### config.mk
export PLATFORM = sky130hd
export DESIGN_NAME = slcg_switch_cmd_gen
export DESIGN_NICKNAME = d
export VERILOG_FILES = /design/src/slcg_switch_cmd_gen.v
export VERILOG_INCLUDE_DIRS = /design/src /design/src/src
export SDC_FILE = /design/constraint.sdc
export NUM_CORES = 2
export LEC_CHECK = 0
export BUFFER_PORTS_ARGS = -buffer_cell sky130_fd_sc_hd__buf_4
export CELL_PAD_IN_SITES_DETAIL_PLACEMENT = 2
export CELL_PAD_IN_SITES_GLOBAL_PLACEMENT = 2
export CORE_ASPECT_RATIO = 0.9
export CORE_MARGIN = 3
export CORE_UTILIZATION = 40
export CTS_BUF_LIST = sky130_fd_sc_hd__clkbuf_8
export DETAILED_ROUTE_END_ITERATION = 10
export PLACE_DENSITY_LB_ADDON = 0.1
export REMOVE_ABC_BUFFERS = 1
export SYNTH_ARGS = -nofsm -noshare
export SYNTH_HDL_FRONTEND = slang
export SYNTH_SLANG_ARGS = --single-unit
### constraint.sdc
create_clock -name clk -period 4.55 [get_ports clk]
set_clock_uncertainty 0.2 [all_clocks]
set_input_delay 0.6825 -clock clk [delete_from_list [all_inputs] [get_ports clk]]
set_output_delay 0.6825 -clock clk [all_outputs]
set_load 0.005 [all_outputs]
### src/slcg_regs.vh
`ifndef SLCG_REGS_VH
`define SLCG_REGS_VH
// ---------------------------------------------------------------
// register numbers and reset values
// ---------------------------------------------------------------
`define SLCG_REG_TABLE      8'h08
`define SLCG_REG_IDENT      8'hF0
`define SLCG_REG_SETADDR    8'hFE
`define SLCG_TABLE_LAST     5'h1F
`define SLCG_IDENT_LAST     3'h5
`define SLCG_TARGET_RST     7'h20
`define SLCG_ADDR_BCAST     8'hFF
`define SLCG_ADDR_LIMIT     8'h80
// ---------------------------------------------------------------
// field positions
// ---------------------------------------------------------------
`define SLCG_SCENE_HI       7
`define SLCG_SCENE_LO       4
`define SLCG_SEL_HI         2
`define SLCG_SEL_LO         0
`define SLCG_ADDR_SBIT      0
// ---------------------------------------------------------------
// function selectors
// ---------------------------------------------------------------
`define SLCG_SEL_TWO_DIM    3'h0
`define SLCG_SEL_TWO_ONOFF  3'h1
`define SLCG_SEL_DIM        3'h2
`define SLCG_SEL_ONOFF      3'h3
`define SLCG_SEL_SCENE      3'h4
`define SLCG_SEL_STEP       3'h5
`define SLCG_SEL_LOCK       3'h6
// ---------------------------------------------------------------
// lighting bus command codes
// ---------------------------------------------------------------
`define SLCG_CMD_OFF        8'h00
`define SLCG_CMD_UP         8'h01
`define SLCG_CMD_DOWN       8'h02
`define SLCG_CMD_MAX        8'h05
`define SLCG_CMD_SCENE      4'h1
// ---------------------------------------------------------------
// timing
// ---------------------------------------------------------------
`define SLCG_CLK_NS         100
`define SLCG_TICK_NS        1000000
`define SLCG_DEBOUNCE_MS    10'd20
`define SLCG_HOLD_MS        10'd400
`define SLCG_REPEAT_MS      10'd200
`endif

### src/slcg_switch_cmd_gen.v
// Operation
// - mode byte: scene number high nibble, bit 3 reserved, selector in bits 2..0
// - selectors 0..6 pick two-switch dim/onoff, dim, onoff, scene, step, locking
// - two-switch functions live on even inputs, paired with the next odd input
// - paired odd input's selector bits are ignored under a two-switch function
// - all functions use momentary contacts except selector 6, which latches
// - two-switch dim: short even press gives max, short odd press gives off
// - two-switch dim: held even dims up, held odd dims down while held
// - two-switch on/off: even gives max, odd gives off, holding never dims
// - single dimming: brief press toggles between off and max
// - single dimming hold: up if off, down if on, then alternate
// - single on/off: each press toggles max and off, hold adds nothing
// - go-to-scene: press recalls the scene held in the mode byte
// - scene stepping: each closure recalls counter 0..scene then wraps
// - locking switch: max on closing, off on opening
// - address byte selects lamp, group or broadcast like the command address
// - paired odd input's address byte is ignored under a two-switch function
// - address bit 0 clear: closing sends address then raw mode byte as power
// - identification returns six fixed bytes: maker, product, version, high first
// - maker and product codes are sixteen bits each
// - version is four BCD digits, most significant in top nibble
// - target address change needs address then its complement, checked
// - address change with first byte 128 or more is rejected
// - address byte: bit 7 group select, bits 6..1 address, bit 0 power/command
// - table: even modes 0-7, even addresses 8-15, odd modes 16-23, odd 24-31
// - first written byte picks the register; reads follow a repeated start
`timescale 1ns/1ns
`default_nettype none
`include "slcg_regs.vh"
module slcg_switch_cmd_gen #(
    parameter TICK_CYCLES = `SLCG_TICK_NS / `SLCG_CLK_NS,
    parameter [15:0] MAKER_CODE   = 16'h5A5A, // arbitrary value
    parameter [15:0] PRODUCT_CODE = 16'h00A7, // arbitrary value
    parameter [15:0] VERSION_BCD  = 16'h1000
) (
    input  wire        clk,
    input  wire        srst,
    input  wire [15:0] switch_input_pin_n,
    input  wire        scl_in,
    input  wire        sda_in,
    output reg         sda_out_q,
    output reg         sda_oe_q,
    output reg         cmd_valid_q,
    input  wire        cmd_ready,
    output reg  [7:0]  cmd_addr_q,
    output reg  [7:0]  cmd_data_q
);
// ---------------------------------------------------------------
// i2c states
// ---------------------------------------------------------------
localparam [2:0] ST_IDLE = 3'd0, ST_DEV = 3'd1, ST_DACK = 3'd2, ST_RX = 3'd3,
                 ST_RXACK = 3'd4, ST_TX = 3'd5, ST_TXACK = 3'd6;
reg  [7:0]  tbl_q [0:31];
reg  [2:0]  st_q;
reg  [3:0]  bit_q;
reg  [7:0]  sr_q, tx_q, reg_q;
reg  [4:0]  idx_q;
reg         first_q, nack_q;
reg  [6:0]  target_q;
reg  [7:0]  sa_first_q;
reg         scl_q, sda_q;
reg  [7:0]  rd_byte;
wire        scl_rise = ~scl_q & scl_in;
wire        scl_fall = scl_q & ~scl_in;
wire        start_c  = scl_in & scl_q & sda_q & ~sda_in;
wire        stop_c   = scl_in & scl_q & ~sda_q & sda_in;
wire [7:0]  rx_byte  = sr_q;
wire [47:0] ident_w  = {MAKER_CODE, PRODUCT_CODE, VERSION_BCD};
integer     k;
function [7:0] def_addr;
    input [2:0] pair;
    begin
        def_addr = (pair == 3'd0) ? `SLCG_ADDR_BCAST : {4'h0, pair - 3'd1, 1'b1};
    end
endfunction
// ---------------------------------------------------------------
// read data, i2c target and register file
// ---------------------------------------------------------------
always @* begin
    rd_byte = 8'h00;
    if (reg_q == `SLCG_REG_TABLE)
        rd_byte = tbl_q[idx_q];
    else if (reg_q == `SLCG_REG_IDENT && idx_q[2:0] <= `SLCG_IDENT_LAST)
        rd_byte = ident_w[8'd47 - {2'b00, idx_q[2:0], 3'b000} -: 8];
end
always @(posedge clk) begin
    scl_q <= scl_in;
    sda_q <= sda_in;
    sda_out_q <= 1'b0;
    if (srst) begin
        st_q <= ST_IDLE;
        reg_q <= 8'h00;
        idx_q <= 5'h00;
        target_q <= `SLCG_TARGET_RST;
        sda_oe_q <= 1'b0;
        for (k = 0; k < 8; k = k + 1) begin
            tbl_q[k] <= {5'h00, `SLCG_SEL_TWO_DIM};
            tbl_q[k + 8] <= def_addr(k[2:0]);
            tbl_q[k + 16] <= {5'h00, `SLCG_SEL_TWO_DIM};
            tbl_q[k + 24] <= def_addr(k[2:0]);
        end
    end else if (stop_c) begin
        st_q <= ST_IDLE;
        sda_oe_q <= 1'b0;
        reg_q <= 8'h00;
        idx_q <= 5'h00;
    end else if (start_c) begin
        st_q <= ST_DEV;
        bit_q <= 4'h0;
        sda_oe_q <= 1'b0;
    end else begin
        case (st_q)
            ST_DEV, ST_RX: begin
                if (scl_rise) begin
                    sr_q <= {sr_q[6:0], sda_in};
                    bit_q <= bit_q + 4'h1;
                end else if (scl_fall && bit_q == 4'h8) begin
                    if (st_q == ST_DEV) begin
                        if (rx_byte[7:1] == target_q) begin
                            sda_oe_q <= 1'b1;
                            st_q <= ST_DACK;
                        end else
                            st_q <= ST_IDLE;
                    end else begin
                        sda_oe_q <= 1'b1;
                        st_q <= ST_RXACK;
                        first_q <= 1'b0;
                        idx_q <= idx_q + 5'h01;
                        if (first_q) begin
                            reg_q <= rx_byte;
                            idx_q <= 5'h00;
                        end else if (reg_q == `SLCG_REG_TABLE)
                            tbl_q[idx_q] <= rx_byte;
                        else if (reg_q == `SLCG_REG_SETADDR) begin
                            if (idx_q == 5'h00)
                                sa_first_q <= rx_byte;
                            else if (idx_q == 5'h01 && sa_first_q < `SLCG_ADDR_LIMIT
                                     && rx_byte == ~sa_first_q)
                                target_q <= sa_first_q[6:0];
                        end
                    end
                end
            end
            ST_DACK: begin
                if (scl_fall) begin
                    bit_q <= 4'h0;
                    if (sr_q[0]) begin
                        tx_q <= {rd_byte[6:0], 1'b0};
                        sda_oe_q <= ~rd_byte[7];
                        bit_q <= 4'h1;
                        st_q <= ST_TX;
                    end else begin
                        sda_oe_q <= 1'b0;
                        first_q <= 1'b1;
                        st_q <= ST_RX;
                    end
                end
            end
            ST_RXACK: begin
                if (scl_fall) begin
                    sda_oe_q <= 1'b0;
                    bit_q <= 4'h0;
                    st_q <= ST_RX;
                end
            end
            ST_TX: begin
                if (scl_fall) begin
                    if (bit_q == 4'h8) begin
                        sda_oe_q <= 1'b0;
                        st_q <= ST_TXACK;
                        idx_q <= (reg_q == `SLCG_REG_IDENT && idx_q[2:0] == `SLCG_IDENT_LAST)
                                 ? 5'h00 : idx_q + 5'h01;
                    end else begin
                        sda_oe_q <= ~tx_q[7];
                        tx_q <= {tx_q[6:0], 1'b0};
                        bit_q <= bit_q + 4'h1;
                    end
                end
            end
            ST_TXACK: begin
                if (scl_rise)
                    nack_q <= sda_in;
                else if (scl_fall) begin
                    if (nack_q)
                        st_q <= ST_IDLE;
                    else begin
                        tx_q <= {rd_byte[6:0], 1'b0};
                        sda_oe_q <= ~rd_byte[7];
                        bit_q <= 4'h1;
                        st_q <= ST_TX;
                    end
                end
            end
            default: st_q <= ST_IDLE;
        endcase
    end
end
// ---------------------------------------------------------------
// switch debounce, event flags and decode
// ---------------------------------------------------------------
reg  [31:0] tick_cnt_q;
reg         tick_q;
reg  [15:0] stable_q;
reg  [15:0] held_q;
reg  [15:0] ev_press_q, ev_rel_q, ev_hold_q, ev_rep_q;
reg  [15:0] lamp_q, dirup_q, fresh_q;
reg  [4:0]  deb_q  [0:15];
reg  [9:0]  hold_q [0:15];
reg  [3:0]  step_q [0:15];
reg  [3:0]  scan_q;
integer     i;
wire [2:0]  pair     = scan_q[3:1];
wire        odd      = scan_q[0];
wire        two      = tbl_q[{2'b00, pair}][`SLCG_SEL_HI:1] == 2'b00;
wire        use_pair = odd & two;
wire [7:0]  mode_b   = use_pair ? tbl_q[{2'b00, pair}] : tbl_q[{odd, 1'b0, pair}];
wire [7:0]  addr_b   = use_pair ? tbl_q[{2'b01, pair}] : tbl_q[{odd, 1'b1, pair}];
wire [2:0]  sel      = mode_b[`SLCG_SEL_HI:`SLCG_SEL_LO];
wire [3:0]  scene    = mode_b[`SLCG_SCENE_HI:`SLCG_SCENE_LO];
wire        e_press  = ev_press_q[scan_q];
wire        e_hold   = ~e_press & ev_hold_q[scan_q];
wire        e_rep    = ~e_press & ~e_hold & ev_rep_q[scan_q];
wire        e_rel    = ~e_press & ~e_hold & ~e_rep & ev_rel_q[scan_q];
wire        lamp     = lamp_q[scan_q];
wire        up_now   = fresh_q[scan_q] ? ~lamp : ~dirup_q[scan_q];
wire        issue_ok = ~cmd_valid_q | cmd_ready;
reg         go;
reg  [7:0]  dbyte;
always @* begin
    go = 1'b0;
    dbyte = `SLCG_CMD_OFF;
    if (~addr_b[`SLCG_ADDR_SBIT]) begin
        go = e_press;
        dbyte = mode_b;
    end else begin
        case (sel)
            `SLCG_SEL_TWO_DIM: begin
                if (~odd | use_pair) begin
                    go = e_hold | e_rep | (e_rel & ~held_q[scan_q]);
                    if (e_rel)
                        dbyte = odd ? `SLCG_CMD_OFF : `SLCG_CMD_MAX;
                    else
                        dbyte = odd ? `SLCG_CMD_DOWN : `SLCG_CMD_UP;
                end
            end
            `SLCG_SEL_TWO_ONOFF: begin
                go = e_press & (~odd | use_pair);
                dbyte = odd ? `SLCG_CMD_OFF : `SLCG_CMD_MAX;
            end
            `SLCG_SEL_DIM: begin
                go = e_hold | e_rep | (e_rel & ~held_q[scan_q]);
                if (e_rel)
                    dbyte = lamp ? `SLCG_CMD_OFF : `SLCG_CMD_MAX;
                else if (e_hold)
                    dbyte = up_now ? `SLCG_CMD_UP : `SLCG_CMD_DOWN;
                else
                    dbyte = dirup_q[scan_q] ? `SLCG_CMD_UP : `SLCG_CMD_DOWN;
            end
            `SLCG_SEL_ONOFF: begin
                go = e_press;
                dbyte = lamp ? `SLCG_CMD_OFF : `SLCG_CMD_MAX;
            end
            `SLCG_SEL_SCENE, `SLCG_SEL_STEP: begin
                go = e_press;
                dbyte = {`SLCG_CMD_SCENE, sel[0] ? step_q[scan_q] : scene};
            end
            `SLCG_SEL_LOCK: begin
                go = e_press | e_rel;
                dbyte = e_press ? `SLCG_CMD_MAX : `SLCG_CMD_OFF;
            end
            default: go = 1'b0;
        endcase
    end
end
// ---------------------------------------------------------------
// debounce, scanning and command issue
// ---------------------------------------------------------------
always @(posedge clk) begin
    if (srst) begin
        tick_cnt_q <= 32'h0;
        tick_q <= 1'b0;
        stable_q <= 16'h0000;
        held_q <= 16'h0000;
        ev_press_q <= 16'h0000;
        ev_rel_q <= 16'h0000;
        ev_hold_q <= 16'h0000;
        ev_rep_q <= 16'h0000;
        lamp_q <= 16'h0000;
        dirup_q <= 16'h0000;
        fresh_q <= 16'hFFFF;
        scan_q <= 4'h0;
        cmd_valid_q <= 1'b0;
        cmd_addr_q <= 8'h00;
        cmd_data_q <= 8'h00;
        for (i = 0; i < 16; i = i + 1) begin
            deb_q[i] <= 5'h00;
            hold_q[i] <= 10'h000;
            step_q[i] <= 4'h0;
        end
    end else begin
        tick_q <= (tick_cnt_q == TICK_CYCLES - 1);
        tick_cnt_q <= (tick_cnt_q == TICK_CYCLES - 1) ? 32'h0 : tick_cnt_q + 32'h1;
        if (cmd_ready)
            cmd_valid_q <= 1'b0;
        if (issue_ok) begin
            scan_q <= scan_q + 4'h1;
            ev_press_q[scan_q] <= ev_press_q[scan_q] & ~e_press;
            ev_hold_q[scan_q] <= ev_hold_q[scan_q] & ~e_hold;
            ev_rep_q[scan_q] <= ev_rep_q[scan_q] & ~e_rep;
            ev_rel_q[scan_q] <= ev_rel_q[scan_q] & ~e_rel;
            if (go) begin
                cmd_valid_q <= 1'b1;
                cmd_addr_q <= addr_b;
                cmd_data_q <= dbyte;
                if (addr_b[`SLCG_ADDR_SBIT] && sel == `SLCG_SEL_STEP)
                    step_q[scan_q] <= (step_q[scan_q] >= scene) ? 4'h0 : step_q[scan_q] + 4'h1;
                if (addr_b[`SLCG_ADDR_SBIT] && (sel == `SLCG_SEL_ONOFF ||
                    (sel == `SLCG_SEL_DIM && e_rel))) begin
                    lamp_q[scan_q] <= ~lamp;
                    fresh_q[scan_q] <= 1'b1;
                end
                if (addr_b[`SLCG_ADDR_SBIT] && sel == `SLCG_SEL_DIM && e_hold) begin
                    dirup_q[scan_q] <= up_now;
                    fresh_q[scan_q] <= 1'b0;
                    if (up_now)
                        lamp_q[scan_q] <= 1'b1;
                end
            end
        end
        // event sets come last so a new event beats a same-cycle clear
        if (tick_q) begin
            for (i = 0; i < 16; i = i + 1) begin
                if (~switch_input_pin_n[i] != stable_q[i]) begin
                    deb_q[i] <= deb_q[i] + 5'h01;
                    if ({5'h00, deb_q[i]} + 10'd1 >= `SLCG_DEBOUNCE_MS) begin
                        deb_q[i] <= 5'h00;
                        stable_q[i] <= ~switch_input_pin_n[i];
                        hold_q[i] <= 10'h000;
                        if (~switch_input_pin_n[i]) begin
                            ev_press_q[i] <= 1'b1;
                            held_q[i] <= 1'b0;
                        end else
                            ev_rel_q[i] <= 1'b1;
                    end
                end else begin
                    deb_q[i] <= 5'h00;
                    if (stable_q[i]) begin
                        hold_q[i] <= hold_q[i] + 10'h001;
                        if (hold_q[i] + 10'h001 == `SLCG_HOLD_MS) begin
                            ev_hold_q[i] <= 1'b1;
                            held_q[i] <= 1'b1;
                        end
                        if (hold_q[i] + 10'h001 == `SLCG_HOLD_MS + `SLCG_REPEAT_MS) begin
                            ev_rep_q[i] <= 1'b1;
                            hold_q[i] <= `SLCG_HOLD_MS;
                        end
                    end
                end
            end
        end
    end
end
endmodule // slcg_switch_cmd_gen
`default_nettype wire

==> tab_implementation.tex <==
\begin{tabular}{lr}
\hline
Metric & Value \\
\hline
\multicolumn{2}{l}{\textbf{Outcome}} \\
\quad Outcome & complete, no violations \\
\multicolumn{2}{l}{\textbf{Global routing}} \\
\quad Tot GR Track Use & 26.2\% \\
\quad Number of global-route vias before repair & 36,500 \\
\quad Pin count of the biggest net entering global routing & 69 \\
\quad Number of antenna violations at the first check in global routing & 3 \\
\quad Overall overflow remaining after global route & 0 \\
\quad First-pass GRT wire length & 230 mm \\
\multicolumn{2}{l}{\textbf{Synthesis}} \\
\quad Main combinational cell family by area after synthesis & simple AND/OR/NAND/NOR gates \\
\quad Post-synthesis cell count & 4,120 \\
\quad Post-synthesis sequential element count & 822 \\
\quad Cell taking the most area after synthesis & sky130\_fd\_sc\_hd\_\_edfxtp\_1 \\
\quad Adder and majority cell fraction of the synthesized area & 3.27\% \\
\quad Fraction of the yosys area taken by sequential cells & 50.8\% \\
\quad Share of Yosys cell area claimed by the top area cell type & 40.2\% \\
\quad Proportion of synthesized area in mux cells & 11.2\% \\
\quad Cell types with the largest area share after synthesis & sky130\_fd\_sc\_hd\_\_edfxtp\_1 (40\%), sky130\_fd\_sc\_hd\_\_dfxtp\_1 (11\%), sky130\_fd\_sc\_hd\_\_mux4\_2 (7.8\%) \\
\quad Post-synthesis cell area & 44,000 sq um \\
\quad Synthesized area divided by synthesized cell count & 10.7 sq um \\
\quad EDFF count, synth & 589 \\
\quad YS warnings & 0 \\
\quad Most used standard cells in the synthesized netlist & sky130\_fd\_sc\_hd\_\_nor2\_1 (734), sky130\_fd\_sc\_hd\_\_edfxtp\_1 (589), sky130\_fd\_sc\_hd\_\_nand2\_1 (356) \\
\quad Fraction of registers with async set/reset & 0\% \\
\quad Simple-Gate Fraction of Synth Area & 17.8\% \\
\quad Most used flip-flop cell after synthesis & sky130\_fd\_sc\_hd\_\_edfxtp\_1 \\
\quad Netlist cell types & 95 \\
\quad Xor/xnor cell area share of the yosys netlist & 4.96\% \\
\quad Area fraction in compound gates after synthesis & 8.77\% \\
\quad Cell with the most instances after synthesis & sky130\_fd\_sc\_hd\_\_nor2\_1 \\
\multicolumn{2}{l}{\textbf{STA}} \\
\quad Hold Vio Cnt, Final & 0 \\
\quad F\_max & 225 MHz \\
\quad Final count of pins violating max slew & 0 \\
\quad Finish-stage setup viols & 0 \\
\quad Crit path time final & 4450 ps \\
\quad Worst slew margin relative to its limit & 30.0\% \\
\quad Period utilisation layout & 97.8\% \\
\quad Actual slew at the worst max-slew pin & 1050 ps \\
\quad Setup slack after layout & 99.7 ps \\
\multicolumn{2}{l}{\textbf{Route}} \\
\quad Routed length per placed instance & 25.6 um \\
\quad Via count of the routed design & 34,400 \\
\quad Final antenna-violating net count & 0 \\
\quad Post-Route WL & 149 mm \\
\quad DRC violation total after the first TritonRoute iteration & 2,939 \\
\quad Vias per inst & 5.91 \\
\quad Met3 Routed Length & 9.80 mm \\
\quad Total met2 wirelength after detailed routing & 67.5 mm \\
\quad Total DRC errors in the routed layout & 0 \\
\quad Length of routed wiring on met1 & 68.5 mm \\
\quad First-pass DRT Iterations & 5 \\
\quad Highest metal layer with signal wires & met4 \\
\multicolumn{2}{l}{\textbf{Floorplanning}} \\
\quad Die Width & 356 um \\
\quad Area enclosed by the die boundary & 114,000 sq um \\
\quad Number of primary I/O pins & 40 \\
\quad Placeable Area & 108,000 sq um \\
\quad Initial core utilization & 40.6\% \\
\quad Number of placement rows & 114 \\
\quad Vertical extent of the die & 321 um \\
\multicolumn{2}{l}{\textbf{Power and ir drop}} \\
\quad Leak & 17.0 nW \\
\quad Power density cells & 377 nW/um\^{}2 \\
\quad Total power draw & 18.6 mW \\
\quad Maximum vdd drop & 0.361 mV \\
\multicolumn{2}{l}{\textbf{Worst hold path}} \\
\quad Min-Delay Startpoint & srst \\
\quad Hold Path Class & in -> reg \\
\multicolumn{2}{l}{\textbf{Critical path}} \\
\quad Standard cell with the maximum stage delay on the critical path & sky130\_fd\_sc\_hd\_\_mux4\_2 \\
\quad Ordered cell list for the critical path & mux4\_2 -> mux2\_2 -> a21oi\_4 -> buf\_4 -> a21oi\_4 -> mux2\_2 -> o211ai\_1 -> ha\_1 -> nand2b\_1 -> a21oi\_1 -> nor2b\_1 -> o21ai\_0 -> nand2b\_2 -> or3\_1 -> buf\_4 -> nor2\_1 \\
\quad Crit path max-delay family & multiplexers \\
\quad Startpoint-to-endpoint class of the critical path & reg -> reg \\
\quad Critical path fanouts, max & 16 \\
\quad Arr. time, crit path & 4950 ps \\
\quad Largest incremental delay on the critical path & 580 ps \\
\quad Worst path buffer plus inverter count & 2 \\
\quad Element type at the critical path start & flop \\
\quad Worst Path Required & 5050 ps \\
\quad CP endpoint kind & flop \\
\multicolumn{2}{l}{\textbf{Finish}} \\
\quad Final \#Nets & 4,375 \\
\quad Layout area overhead & 12.5\% \\
\quad Share of final-layout standard cells stronger than drive strength 1 & 14.9\% \\
\multicolumn{2}{l}{\textbf{Place}} \\
\quad Port Buffers & 38 \\
\quad Setup Slack @ Placement & -46.0 ps \\
\quad DPL Wire Length & 106 mm \\
\quad Global placement routability congestion & 0.875 \\
\multicolumn{2}{l}{\textbf{Clock network}} \\
\quad Count of clock tree sinks & 822 \\
\quad Max H-tree Level & 4 \\
\quad Cts bufs inserted & 152 \\
\quad Clk\_lat worst skew & 870 ps \\
\quad TritonCTS clock tree & built \\
\quad CTS Root Cell & sky130\_fd\_sc\_hd\_\_clkbuf\_8 \\
\quad Clock transition at the registers of the reported paths & 60 ps \\
\quad Clock Path Buffers & 3 \\
\multicolumn{2}{l}{\textbf{Job}} \\
\quad Number of max-cap violations & 0 \\
\hline
\end{tabular}
[layer usage]
layer  up-vias  GRT usage, %
met5         -             0
met4         0          7.12
met3       206          4.97
met2      1044          40.7
met1     17800          37.4
li1      15300             -
[cells by family after synthesis]
group / after synthesis
compound gates: 597
simple gates: 1726
xor+xnor: 249
fa+ha+maj: 115
buf+inv: 328
flops: 822
mux: 282
other cells: 1
[path summary, 6_finish.rpt]
check	endpoint	slack [ps]	cells past startpoint
max	step_q[2][1]	100	16
min reg2reg	tick_cnt_q[0]	260	1
max reg2reg	step_q[2][1]	100	16
min	cmd_valid_q	180	3
[metrics by stage]
stage / hold slack (ps) / util, % / cells / setup TNS (ps) / cell area, sq um
final: 176 / 45.7 / 5819 / 0 / 49500
after global placement: 242 / 42.7 / 5514 / 0 / 46300
after floorplan: 226 / - / 3905 / -555800 / 43000
after global routing: 147 / 45.7 / 5819 / -1.82 / 49500
after CTS: 73.8 / 45.7 / 5815 / 0 / 49400
after detailed placement: 259 / 42.7 / 5514 / -135 / 46300
[report_power, final]
part	internal, mW	switching (mW)	leakage (nW)
Sequential	8.32	0.311	7.68
Combinational	1.08	1.79	7.62
Clock	3.74	3.41	1.72
[final cells by class]
class	count	area [sq um]
Clock buffer	175	2410
Multi-Input combinational cell	2970	20300
Timing Repair Buffer	180	1550
Clock inverter	108	567
Tap cell	1450	1810
Inverter	113	427
Fill cell	11100	58800
Antenna cell	1	2.50
Sequential cell	822	22400
[placed cells by master (no fill, tap or decap), drive strengths merged, types with 27 or more instances in the layout]
master / Yosys / final
xnor2: 110 / 110
nand3: 238 / 238
buf: 65 / 161
a22oi: 31 / 31
dfxtp: 233 / 233
and3: 41 / 41
nand4: 40 / 40
ha: 115 / 115
a21oi: 178 / 178
o21ai: 160 / 160
nor4: 27 / 27
nand2b: 34 / 34
mux2: 55 / 55
nor2: 734 / 734
o22ai: 28 / 28
mux2i: 66 / 66
clkbuf: 150 / 176
clkinv: 1 / 37
xor2: 139 / 139
nor3: 114 / 114
nand2: 357 / 357
edfxtp: 589 / 589
mux4: 161 / 161
a211oi: 36 / 36
inv: 112 / 172
[registers in the layout, summed over array words and instances (netlist names), 32 cells and up, named ones only]
signal	cells
tick_cnt_q	32
hold_q	160
deb_q	80
step_q	64
tbl_q	256
[worst min-delay path, delay by kind of cell]
family / cells / cell delay [ps]
and+or+nand+nor: 1 / 120
buffers and inverters: 2 / 370
[repair_timing]
action,CTS,global route
hold buffers,18,0
hold endpoints to repair,46,0
setup endpoints to repair,7,24
pin swaps,0,1
gates cloned,0,0
gates resized for setup,1,3
setup buffers,0,3
Power figures use the tool's default switching activity.
